### config.mk
export PLATFORM = sky130hd
export DESIGN_NAME = evu_core
export DESIGN_NICKNAME = d
export VERILOG_FILES = /design/src/evu_pkg.sv /design/src/evu_core.sv
export VERILOG_INCLUDE_DIRS = /design/src
export SDC_FILE = /design/constraint.sdc
export NUM_CORES = 2
export LEC_CHECK = 0
export ABC_AREA = 1
export BUFFER_PORTS_ARGS = -buffer_cell sky130_fd_sc_hd__buf_2
export CORE_AREA = 2 2 406 408
export CTS_CLUSTER_DIAMETER = 40
export DETAILED_ROUTE_END_ITERATION = 7
export DIE_AREA = 0 0 408 410
export PLACE_DENSITY = 0.43
export SLEW_MARGIN = 10
export SYNTH_ARGS = -nofsm -noshare
export SYNTH_HDL_FRONTEND = slang
export SYNTH_SLANG_ARGS = --single-unit
### constraint.sdc
create_clock -name clock_i -period 3 [get_ports clock_i]
set_input_delay 0.15 -clock clock_i [delete_from_list [all_inputs] [get_ports clock_i]]
set_output_delay 0.15 -clock clock_i [all_outputs]
set_load 0.03 [all_outputs]
### src/evu_defines.svh
// Constants of the exception vectoring unit
`ifndef EVU_DEFINES_SVH
`define EVU_DEFINES_SVH
`define EVU_VEC_BREAKPOINT 8'h03
`define EVU_VEC_OVERFLOW 8'h04
`define EVU_VEC_RANGE 8'h05
`define EVU_VEC_FP_ERROR 8'h10
`define EVU_VEC_SIMD_FP 8'h13
`define EVU_FLAG_OVERFLOW 11
`define EVU_FLAG_INT_ENABLE 9
`define EVU_NULL_SELECTOR 16'h0000
`define EVU_RM_ENTRY_BYTES 64'h0000000000000004
`define EVU_PUSH_BYTES_64 64'h0000000000000008
`define EVU_PUSH_BYTES_LEG 64'h0000000000000004
`define EVU_RM_PUSH_BYTES 64'h0000000000000002
`define EVU_FP_COND_COUNT 6
`endif

### src/evu_pkg.sv
// Types of the exception vectoring unit
`default_nettype none
package evu_pkg;
  typedef enum logic [2:0] {
    EVU_MODE_REAL = 3'h1,
    EVU_MODE_PROT = 3'h2,
    EVU_MODE_LONG = 3'h4
  } evu_mode_t;
  typedef enum logic [3:0] {
    EVU_INS_NONE = 4'h0,
    EVU_INS_SOFT_INT = 4'h1,
    EVU_INS_OVF_TRAP = 4'h2,
    EVU_INS_BREAK = 4'h3,
    EVU_INS_RANGE = 4'h4,
    EVU_INS_INTERRUPT_RETURN_INSTRUCTION = 4'h5,
    EVU_INS_FPU = 4'h6,
    EVU_INS_SIMD = 4'h7
  } evu_ins_t;
  typedef enum logic [1:0] {
    EVU_GATE_INTR = 2'h0,
    EVU_GATE_TRAP = 2'h1,
    EVU_GATE_TASK = 2'h2
  } evu_gate_t;
  typedef struct packed {
    logic [31:0] flags;
    logic [63:0] ip;
    logic [15:0] cs;
    logic [15:0] ss;
    logic [63:0] sp;
    logic [1:0] current_privilege_level;
  } evu_state_t;
  typedef struct packed {
    evu_ins_t kind;
    logic [7:0] vector;
    logic [31:0] operand;
    logic [31:0] lower;
    logic [31:0] upper;
    logic [5:0] fp_cond;
    logic has_error;
    logic [31:0] error_code;
  } evu_req_t;
  typedef struct packed {
    evu_gate_t gate;
    logic [1:0] dpl;
    logic [15:0] cs;
    logic [63:0] ip;
    logic smm;
  } evu_gate_desc_t;
  typedef struct packed {
    logic [63:0] value;
    logic [63:0] bytes;
  } evu_push_t;
endpackage
`default_nettype wire

### src/evu_core.sv
// Exception vectoring unit: dispatch, state push, task call and return
`timescale 1ns/1ns
`default_nettype none
`include "evu_defines.svh"

module evu_core
  import evu_pkg::*;
(
  input wire logic clock_i,
  input wire logic reset_n_i,
  input wire logic req_valid_i,
  input wire evu_req_t req_i,
  input wire evu_mode_t mode_i,
  input wire evu_state_t cur_state_i,
  input wire evu_gate_desc_t gate_i,
  input wire logic [63:0] rm_table_entry_i,
  output logic busy_o,
  output logic [7:0] table_index_o,
  output logic table_index_valid_o,
  output logic push_valid_o,
  output evu_push_t push_o,
  output logic redirect_valid_o,
  output evu_state_t redirect_state_o,
  output logic code64_o,
  output logic task_save_o,
  output evu_state_t task_saved_o,
  output logic [7:0] vector_o,
  output logic vector_valid_o
);

  // ************************************************************
  // Sequencer
  // ************************************************************
  typedef enum logic [4:0] {
    ST_IDLE = 5'h01,
    ST_LOOKUP = 5'h02,
    ST_PUSH = 5'h04,
    ST_ENTER = 5'h08,
    ST_RETURN = 5'h10
  } evu_seq_t;

  function automatic logic [63:0] zext16(input logic [15:0] v);
    zext16 = {48'h000000000000, v};
  endfunction

  function automatic logic [63:0] zext32(input logic [31:0] v);
    zext32 = {32'h00000000, v};
  endfunction

  evu_seq_t state_ff;
  logic [7:0] vec_ff;
  logic [2:0] push_idx_ff;
  logic [2:0] push_last_ff;
  logic has_err_ff;
  logic [31:0] err_ff;
  evu_state_t saved_ff;
  evu_state_t task_saved_ff;
  logic task_active_ff;
  evu_mode_t mode_ff;
  logic [63:0] rm_target_ff;

  logic take_vec;
  logic [7:0] take_num;
  logic out_of_range;
  logic fp_any;

  // ************************************************************
  // Instruction decode
  // ************************************************************

  assign out_of_range = ($signed(req_i.operand) < $signed(req_i.lower)) ||
                        ($signed(req_i.operand) > $signed(req_i.upper));
  assign fp_any = |req_i.fp_cond;

  // Decode which instruction raises which vector
  always_comb begin
    take_vec = 1'b0;
    take_num = 8'h00;
    case (req_i.kind)
      EVU_INS_SOFT_INT: begin
        take_vec = 1'b1;
        take_num = req_i.vector;
      end
      EVU_INS_OVF_TRAP: begin
        take_vec = cur_state_i.flags[`EVU_FLAG_OVERFLOW];
        take_num = `EVU_VEC_OVERFLOW;
      end
      EVU_INS_BREAK: begin
        take_vec = 1'b1;
        take_num = `EVU_VEC_BREAKPOINT;
      end
      EVU_INS_RANGE: begin
        take_vec = out_of_range;
        take_num = `EVU_VEC_RANGE;
      end
      EVU_INS_FPU: begin
        take_vec = fp_any;
        take_num = `EVU_VEC_FP_ERROR;
      end
      EVU_INS_SIMD: begin
        take_vec = fp_any;
        take_num = `EVU_VEC_SIMD_FP;
      end
      default: begin
        take_vec = 1'b0;
        take_num = 8'h00;
      end
    endcase
  end

  logic start;
  logic start_ret;
  assign start = (state_ff == ST_IDLE) && req_valid_i && take_vec;
  assign start_ret = (state_ff == ST_IDLE) && req_valid_i && (req_i.kind == EVU_INS_INTERRUPT_RETURN_INSTRUCTION);

  // Privilege change decides the optional stack push in protected mode
  logic cpl_change;
  assign cpl_change = (gate_i.dpl != saved_ff.current_privilege_level);

  always_ff @(posedge clock_i) begin
    if (!reset_n_i) begin
      state_ff <= ST_IDLE;
      vec_ff <= 8'h00;
      has_err_ff <= 1'b0;
      err_ff <= 32'h00000000;
      saved_ff <= '0;
      mode_ff <= EVU_MODE_REAL;
      push_idx_ff <= 3'h0;
      push_last_ff <= 3'h0;
    end else begin
      case (state_ff)
        ST_IDLE: begin
          if (start) begin
            vec_ff <= take_num;
            has_err_ff <= req_i.has_error;
            err_ff <= req_i.error_code;
            saved_ff <= cur_state_i;
            mode_ff <= mode_i;
            state_ff <= ST_LOOKUP;
          end else if (start_ret) begin
            state_ff <= ST_RETURN;
          end
        end
        ST_LOOKUP: begin
          push_idx_ff <= 3'h0;
          if (mode_ff == EVU_MODE_REAL) begin
            push_last_ff <= has_err_ff ? 3'h3 : 3'h2;
            state_ff <= ST_PUSH;
          end else if (gate_i.gate == EVU_GATE_TASK) begin
            state_ff <= ST_ENTER;
          end else begin
            // Order: ss, sp, flags, cs, ip, error; skip stack pair when not needed
            push_idx_ff <= ((mode_ff == EVU_MODE_LONG) || cpl_change) ? 3'h0 : 3'h2;
            push_last_ff <= has_err_ff ? 3'h5 : 3'h4;
            state_ff <= ST_PUSH;
          end
        end
        ST_PUSH: begin
          push_idx_ff <= push_idx_ff + 3'h1;
          if (push_idx_ff == push_last_ff) begin
            state_ff <= ST_ENTER;
          end
        end
        ST_ENTER: begin
          state_ff <= ST_IDLE;
        end
        ST_RETURN: begin
          state_ff <= ST_IDLE;
        end
        default: begin
          state_ff <= ST_IDLE;
        end
      endcase
    end
  end

  // ************************************************************
  // Real-mode table lookup
  // ************************************************************
  always_ff @(posedge clock_i) begin
    if (!reset_n_i) begin
      table_index_o <= 8'h00;
      table_index_valid_o <= 1'b0;
      rm_target_ff <= 64'h0000000000000000;
    end else begin
      table_index_valid_o <= start && (mode_i == EVU_MODE_REAL);
      if (start) begin
        table_index_o <= take_num;
      end
      if (state_ff == ST_LOOKUP && mode_ff == EVU_MODE_REAL) begin
        rm_target_ff <= rm_table_entry_i;
      end
    end
  end

  // ************************************************************
  // Stack pushes
  // ************************************************************
  logic [63:0] push_val;
  always_comb begin
    push_val = 64'h0000000000000000;
    if (mode_ff == EVU_MODE_REAL) begin
      case (push_idx_ff)
        3'h0: push_val = zext32(saved_ff.flags);
        3'h1: push_val = zext16(saved_ff.cs);
        3'h2: push_val = saved_ff.ip;
        3'h3: push_val = zext32(err_ff);
        default: push_val = 64'h0000000000000000;
      endcase
    end else begin
      case (push_idx_ff)
        3'h0: push_val = zext16(saved_ff.ss);
        3'h1: push_val = saved_ff.sp;
        3'h2: push_val = zext32(saved_ff.flags);
        3'h3: push_val = zext16(saved_ff.cs);
        3'h4: push_val = saved_ff.ip;
        3'h5: push_val = zext32(err_ff);
        default: push_val = 64'h0000000000000000;
      endcase
    end
  end

  always_ff @(posedge clock_i) begin
    if (!reset_n_i) begin
      push_valid_o <= 1'b0;
      push_o <= '0;
    end else begin
      push_valid_o <= (state_ff == ST_PUSH);
      push_o.value <= push_val;
      if (mode_ff == EVU_MODE_LONG) begin
        push_o.bytes <= `EVU_PUSH_BYTES_64;
      end else if (mode_ff == EVU_MODE_REAL) begin
        push_o.bytes <= `EVU_RM_PUSH_BYTES;
      end else begin
        push_o.bytes <= `EVU_PUSH_BYTES_LEG;
      end
    end
  end

  // ************************************************************
  // Handler entry, task call and return
  // ************************************************************
  evu_state_t entry_state;
  always_comb begin
    entry_state = saved_ff;
    if (mode_ff == EVU_MODE_REAL) begin
      entry_state.cs = rm_target_ff[31:16];
      entry_state.ip = zext16(rm_target_ff[15:0]);
    end else begin
      entry_state.cs = gate_i.cs;
      entry_state.ip = gate_i.ip;
      entry_state.current_privilege_level = gate_i.dpl;
      if (mode_ff == EVU_MODE_LONG && cpl_change) begin
        entry_state.ss = `EVU_NULL_SELECTOR;
      end
    end
    if (gate_i.gate == EVU_GATE_INTR || mode_ff == EVU_MODE_REAL) begin
      entry_state.flags[`EVU_FLAG_INT_ENABLE] = 1'b0;
    end
  end

  // Task call keeps the interrupted image but jumps into the handler task
  evu_state_t task_entry_state;
  always_comb begin
    task_entry_state = saved_ff;
    task_entry_state.cs = gate_i.cs;
    task_entry_state.ip = gate_i.ip;
  end

  always_ff @(posedge clock_i) begin
    if (!reset_n_i) begin
      redirect_valid_o <= 1'b0;
      redirect_state_o <= '0;
      code64_o <= 1'b0;
      task_save_o <= 1'b0;
      task_saved_o <= '0;
      task_saved_ff <= '0;
      task_active_ff <= 1'b0;
      vector_o <= 8'h00;
      vector_valid_o <= 1'b0;
    end else begin
      redirect_valid_o <= 1'b0;
      task_save_o <= 1'b0;
      vector_valid_o <= start;
      if (start) begin
        vector_o <= take_num;
      end
      if (state_ff == ST_ENTER) begin
        redirect_valid_o <= 1'b1;
        if (mode_ff != EVU_MODE_REAL && gate_i.gate == EVU_GATE_TASK) begin
          task_saved_ff <= saved_ff;
          task_saved_o <= saved_ff;
          task_save_o <= 1'b1;
          task_active_ff <= 1'b1;
          redirect_state_o <= task_entry_state;
        end else begin
          redirect_state_o <= entry_state;
        end
        code64_o <= (mode_ff == EVU_MODE_LONG) && !gate_i.smm;
      end else if (state_ff == ST_RETURN) begin
        redirect_valid_o <= 1'b1;
        if (task_active_ff) begin
          redirect_state_o <= task_saved_ff;
          task_active_ff <= 1'b0;
        end else begin
          redirect_state_o <= saved_ff;
        end
        code64_o <= (mode_ff == EVU_MODE_LONG);
      end
    end
  end

  // ************************************************************
  // Busy flag
  // ************************************************************
  // Drops with the redirect pulse, so the next request may follow at once
  always_ff @(posedge clock_i) begin
    if (!reset_n_i) begin
      busy_o <= 1'b0;
    end else begin
      busy_o <= (start || start_ret) || ((state_ff != ST_IDLE) && (state_ff != ST_ENTER)
                && (state_ff != ST_RETURN));
    end
  end

endmodule // evu_core
`default_nettype wire

==> results.json <==
{
  "antenna_found_initial": 34,
  "insertion_delay_ps": 790,
  "grt_first_pass_wirelength_um": 254000,
  "reg2reg_to": "entry_state[3]",
  "syn_area_per_cell_um2": 7.54,
  "slew_headroom_pct": 18.7,
  "drive_gt1_share_pct": 24.1,
  "min_period_ps": 2820,
  "ys_seq_area_share_pct": 46.3,
  "finalCritPeriodShare_pct": 94.2,
  "synthTopCellsByArea": "dfxtp_1, a21oi_1, o21ai_0, nand2_1, nor2_1",
  "syn_to_final_growth_pct": 51.3,
  "numCtsBuffers": 155,
  "remaining_drc_errors": 0,
  "io_pins": 1035,
  "fin_area_um2": 48700,
  "hp-start": "rm_table_entry_i[7]",
  "routedWlPerCell_um": 23.2,
  "netlist_area_um2": 32200,
  "die_h_um": 410,
  "status": "finished clean",
  "firstDrtPassIters": 5,
  "powerDensity_nw_per_um2": 649,
  "num_vias": 35500,
  "finalWirelength_um": 183000,
  "regToRegStartpoint": "state_ff[2]",
  "tritoncts": "done",
  "synth_edf_count": 0,
  "drt_iter0_drc": 2374,
  "worstHoldPathCells": 4,
  "hold_class": "in -> reg",
  "crit_type": "reg -> reg",
  "hpwl_um": 133000,
  "finalMaxSlewViolations": 0,
  "ir_drop_uv": 612,
  "synth-async-reset-ratio_pct": 0,
  "die-area_um2": 167000,
  "critical_path_required_ps": 3660,
  "cellLeakagePower_nw": 21.9,
  "reg2reg_slack_ps": 180,
  "post_drt_via_cell_ratio": 4.51,
  "path_max_fanout": 26,
  "yosys_warnings": 0,
  "synth_top_area_share_pct": 46.3,
  "grt_pass1_vias": 34000,
  "grt_setup_unrepaired": "no",
  "fp.dieW_um": 408,
  "gp_congestion": 0.864,
  "clock_path_buffers": 3,
  "r2r_cells": 11,
  "cts.clk_slew.worst_paths_ps": 50,
  "hold_ws_ps": 143,
  "htree_num_levels": 4,
  "grt-ovfl-total": 0,
  "finalSetupTns_ps": 0,
  "synth_cells": 4268,
  "antenna_left": 0,
  "placedInstanceArea_um2": 39300,
  "synth_cell_types": 44,
  "core_um2": 163000,
  "layout.nets": 6094,
  "crit_path_start_kind": "register",
  "ctsRootBufferMaster": "clkbuf_16",
  "dp_cells": 7178,
  "fmax_mhz": 354,
  "drv_cap": 0,
  "grt_max_degree": 129,
  "holdPathEnd": "rm_target_ff[7]",
  "endpoint_kind": "register",
  "grt_usage_pct": 21.0,
  "synth_area_leader_cell": "dfxtp_1",
  "worst_pin_slew_ps": 1220,
  "finalHoldViolCount": 0,
  "rows": 149,
  "skew_ps": 37.7,
  "port_buffers": 941,
  "initial_core_util_pct": 19.7,
  "cp.arrival_ps": 3480,
  "ys_ff_latch": 744,
  "pre_cts_ws_ps": 166,
  "setup_viol_count_final": 0,
  "stdcell_count": 7867,
  "fin_ws_ps": 175,
  "cts_num_sinks": 744,
  "ys.flop_type": "dfxtp_1"
}
==> sequential cells by signal, indices dropped and copies added (netlist names) <==
register             count
redirect_state_o       194
task_save_o              1
push_last_ff             3
redirect_valid_o         1
saved_ff                99
entry_state             95
task_saved_ff          194
vector_o                 8
vector_valid_o           1
mode_ff                  3
state_ff                 5
rm_target_ff            32
code64_o                 1
busy_o                   1
task_active_ff           1
push_idx_ff              3
push_o                  67
err_ff                  32
has_err_ff               1
push_valid_o             1
table_index_valid_o      1
==> Yosys cell counts, types with 16 or more instances <==
cell type	instances
buf_2	76
nand3_1	158
inv_1	359
o21ai_0	537
a21oi_1	537
dfxtp_1	744
o211ai_1	142
nor2_1	372
buf_4	74
o21ai_1	83
a31oi_1	39
o311ai_0	24
buf_1	16
nand2_1	600
clkbuf_1	225
o22ai_1	104
ha_1	68
==> critical path, stage by stage (launching register included) <==
cell	delay [ps]
dfxtp_1	340
nor2_1	230
nand2_1	130
nor2_1	320
nand2_1	130
a21oi_2	270
nand2_8	160
buf_12	190
buf_12	170
o21ai_1	130
dlygate4sd3_1	570
a21oi_1	40
==> layout make-up <==
cell class                      count  area [um^2]
Timing Repair Buffer             1446         9860
Clock inverter                     88         1190
Tap cell                         2189         2740
Inverter                          370         1410
Antenna cell                       20         50.0
Clock buffer                      197         4260
Fill cell                       17900       115000
Sequential cell                   744        14900
Multi-Input combinational cell   2813        14300
==> kinds of logic after synthesis <==
group | share of synthesized area, %
buf+inv | 10.4
compound gates | 26.1
other cells | 0.0117
simple gates | 14.5
flops | 46.3
fa+ha+maj | 2.65
xor+xnor | 0.0272
==> cells in the final DEF (no fill, tap or decap), types with 90 or more instances in the layout <==
cell / count
o211ai_1: 142
o22ai_1: 104
nand2_1: 593
buf_4: 90
clkbuf_16: 158
o21ai_0: 537
dfxtp_1: 743
nand3_1: 157
dlygate4sd3_1: 384
a21oi_1: 536
inv_1: 356
nor2_1: 369
buf_2: 940
==> how the worst max path moves through the flow <==
stage                            end  slack [ps]            from  depth (start not counted)
3_5_place_dp              push_o[72]         170  push_idx_ff[2]                          9
5_1_grt        redirect_state_o[136]         0.8     state_ff[0]                         12
6_report              entry_state[3]         180     state_ff[2]                         11
2_1_floorplan             push_o[72]         870  push_idx_ff[2]                         11
3_3_place_gp              push_o[72]         170  push_idx_ff[2]                          9
4_1_cts               entry_state[6]          30     state_ff[2]                         11
==> routing by layer <==
layer	track usage, %	vias up	wire length (um)
met5	0	-	69
met4	6.79	10	5670
met3	5.93	268	12400
met2	34.9	1230	85600
met1	26.1	17000	79000
li1	-	17000	-
==> where the power goes <==
part / total [W] / internal (W) / switching [W]
combinational: 0.00318 / 0.00111 / 0.00207
sequential: 0.0103 / 0.0102 / 0.000174
clock: 0.0181 / 0.0119 / 0.00612
total: 0.0316 / 0.0232 / 0.00837
==> stage by stage <==
| stage | total power, W | utilization, % |
|---|---|---|
| after floorplan | 0.0119 | - |
| after global placement | 0.0133 | 24.1 |
| after detailed placement | 0.0133 | 24.1 |
| after CTS | 0.0320 | 29.7 |
| after global routing | 0.0327 | 29.8 |
| final | 0.0316 | 29.8 |
==> what timing repair did <==
| item | CTS | global route |
|---|---|---|
| setup buffers | 0 | 0 |
| hold endpoints to repair | 408 | 0 |
| setup endpoints to repair | 0 | 10 |
| resized for setup | 0 | 1 |
| hold buffers | 384 | 0 |
Note: power is estimated with default switching activity, not from simulation.
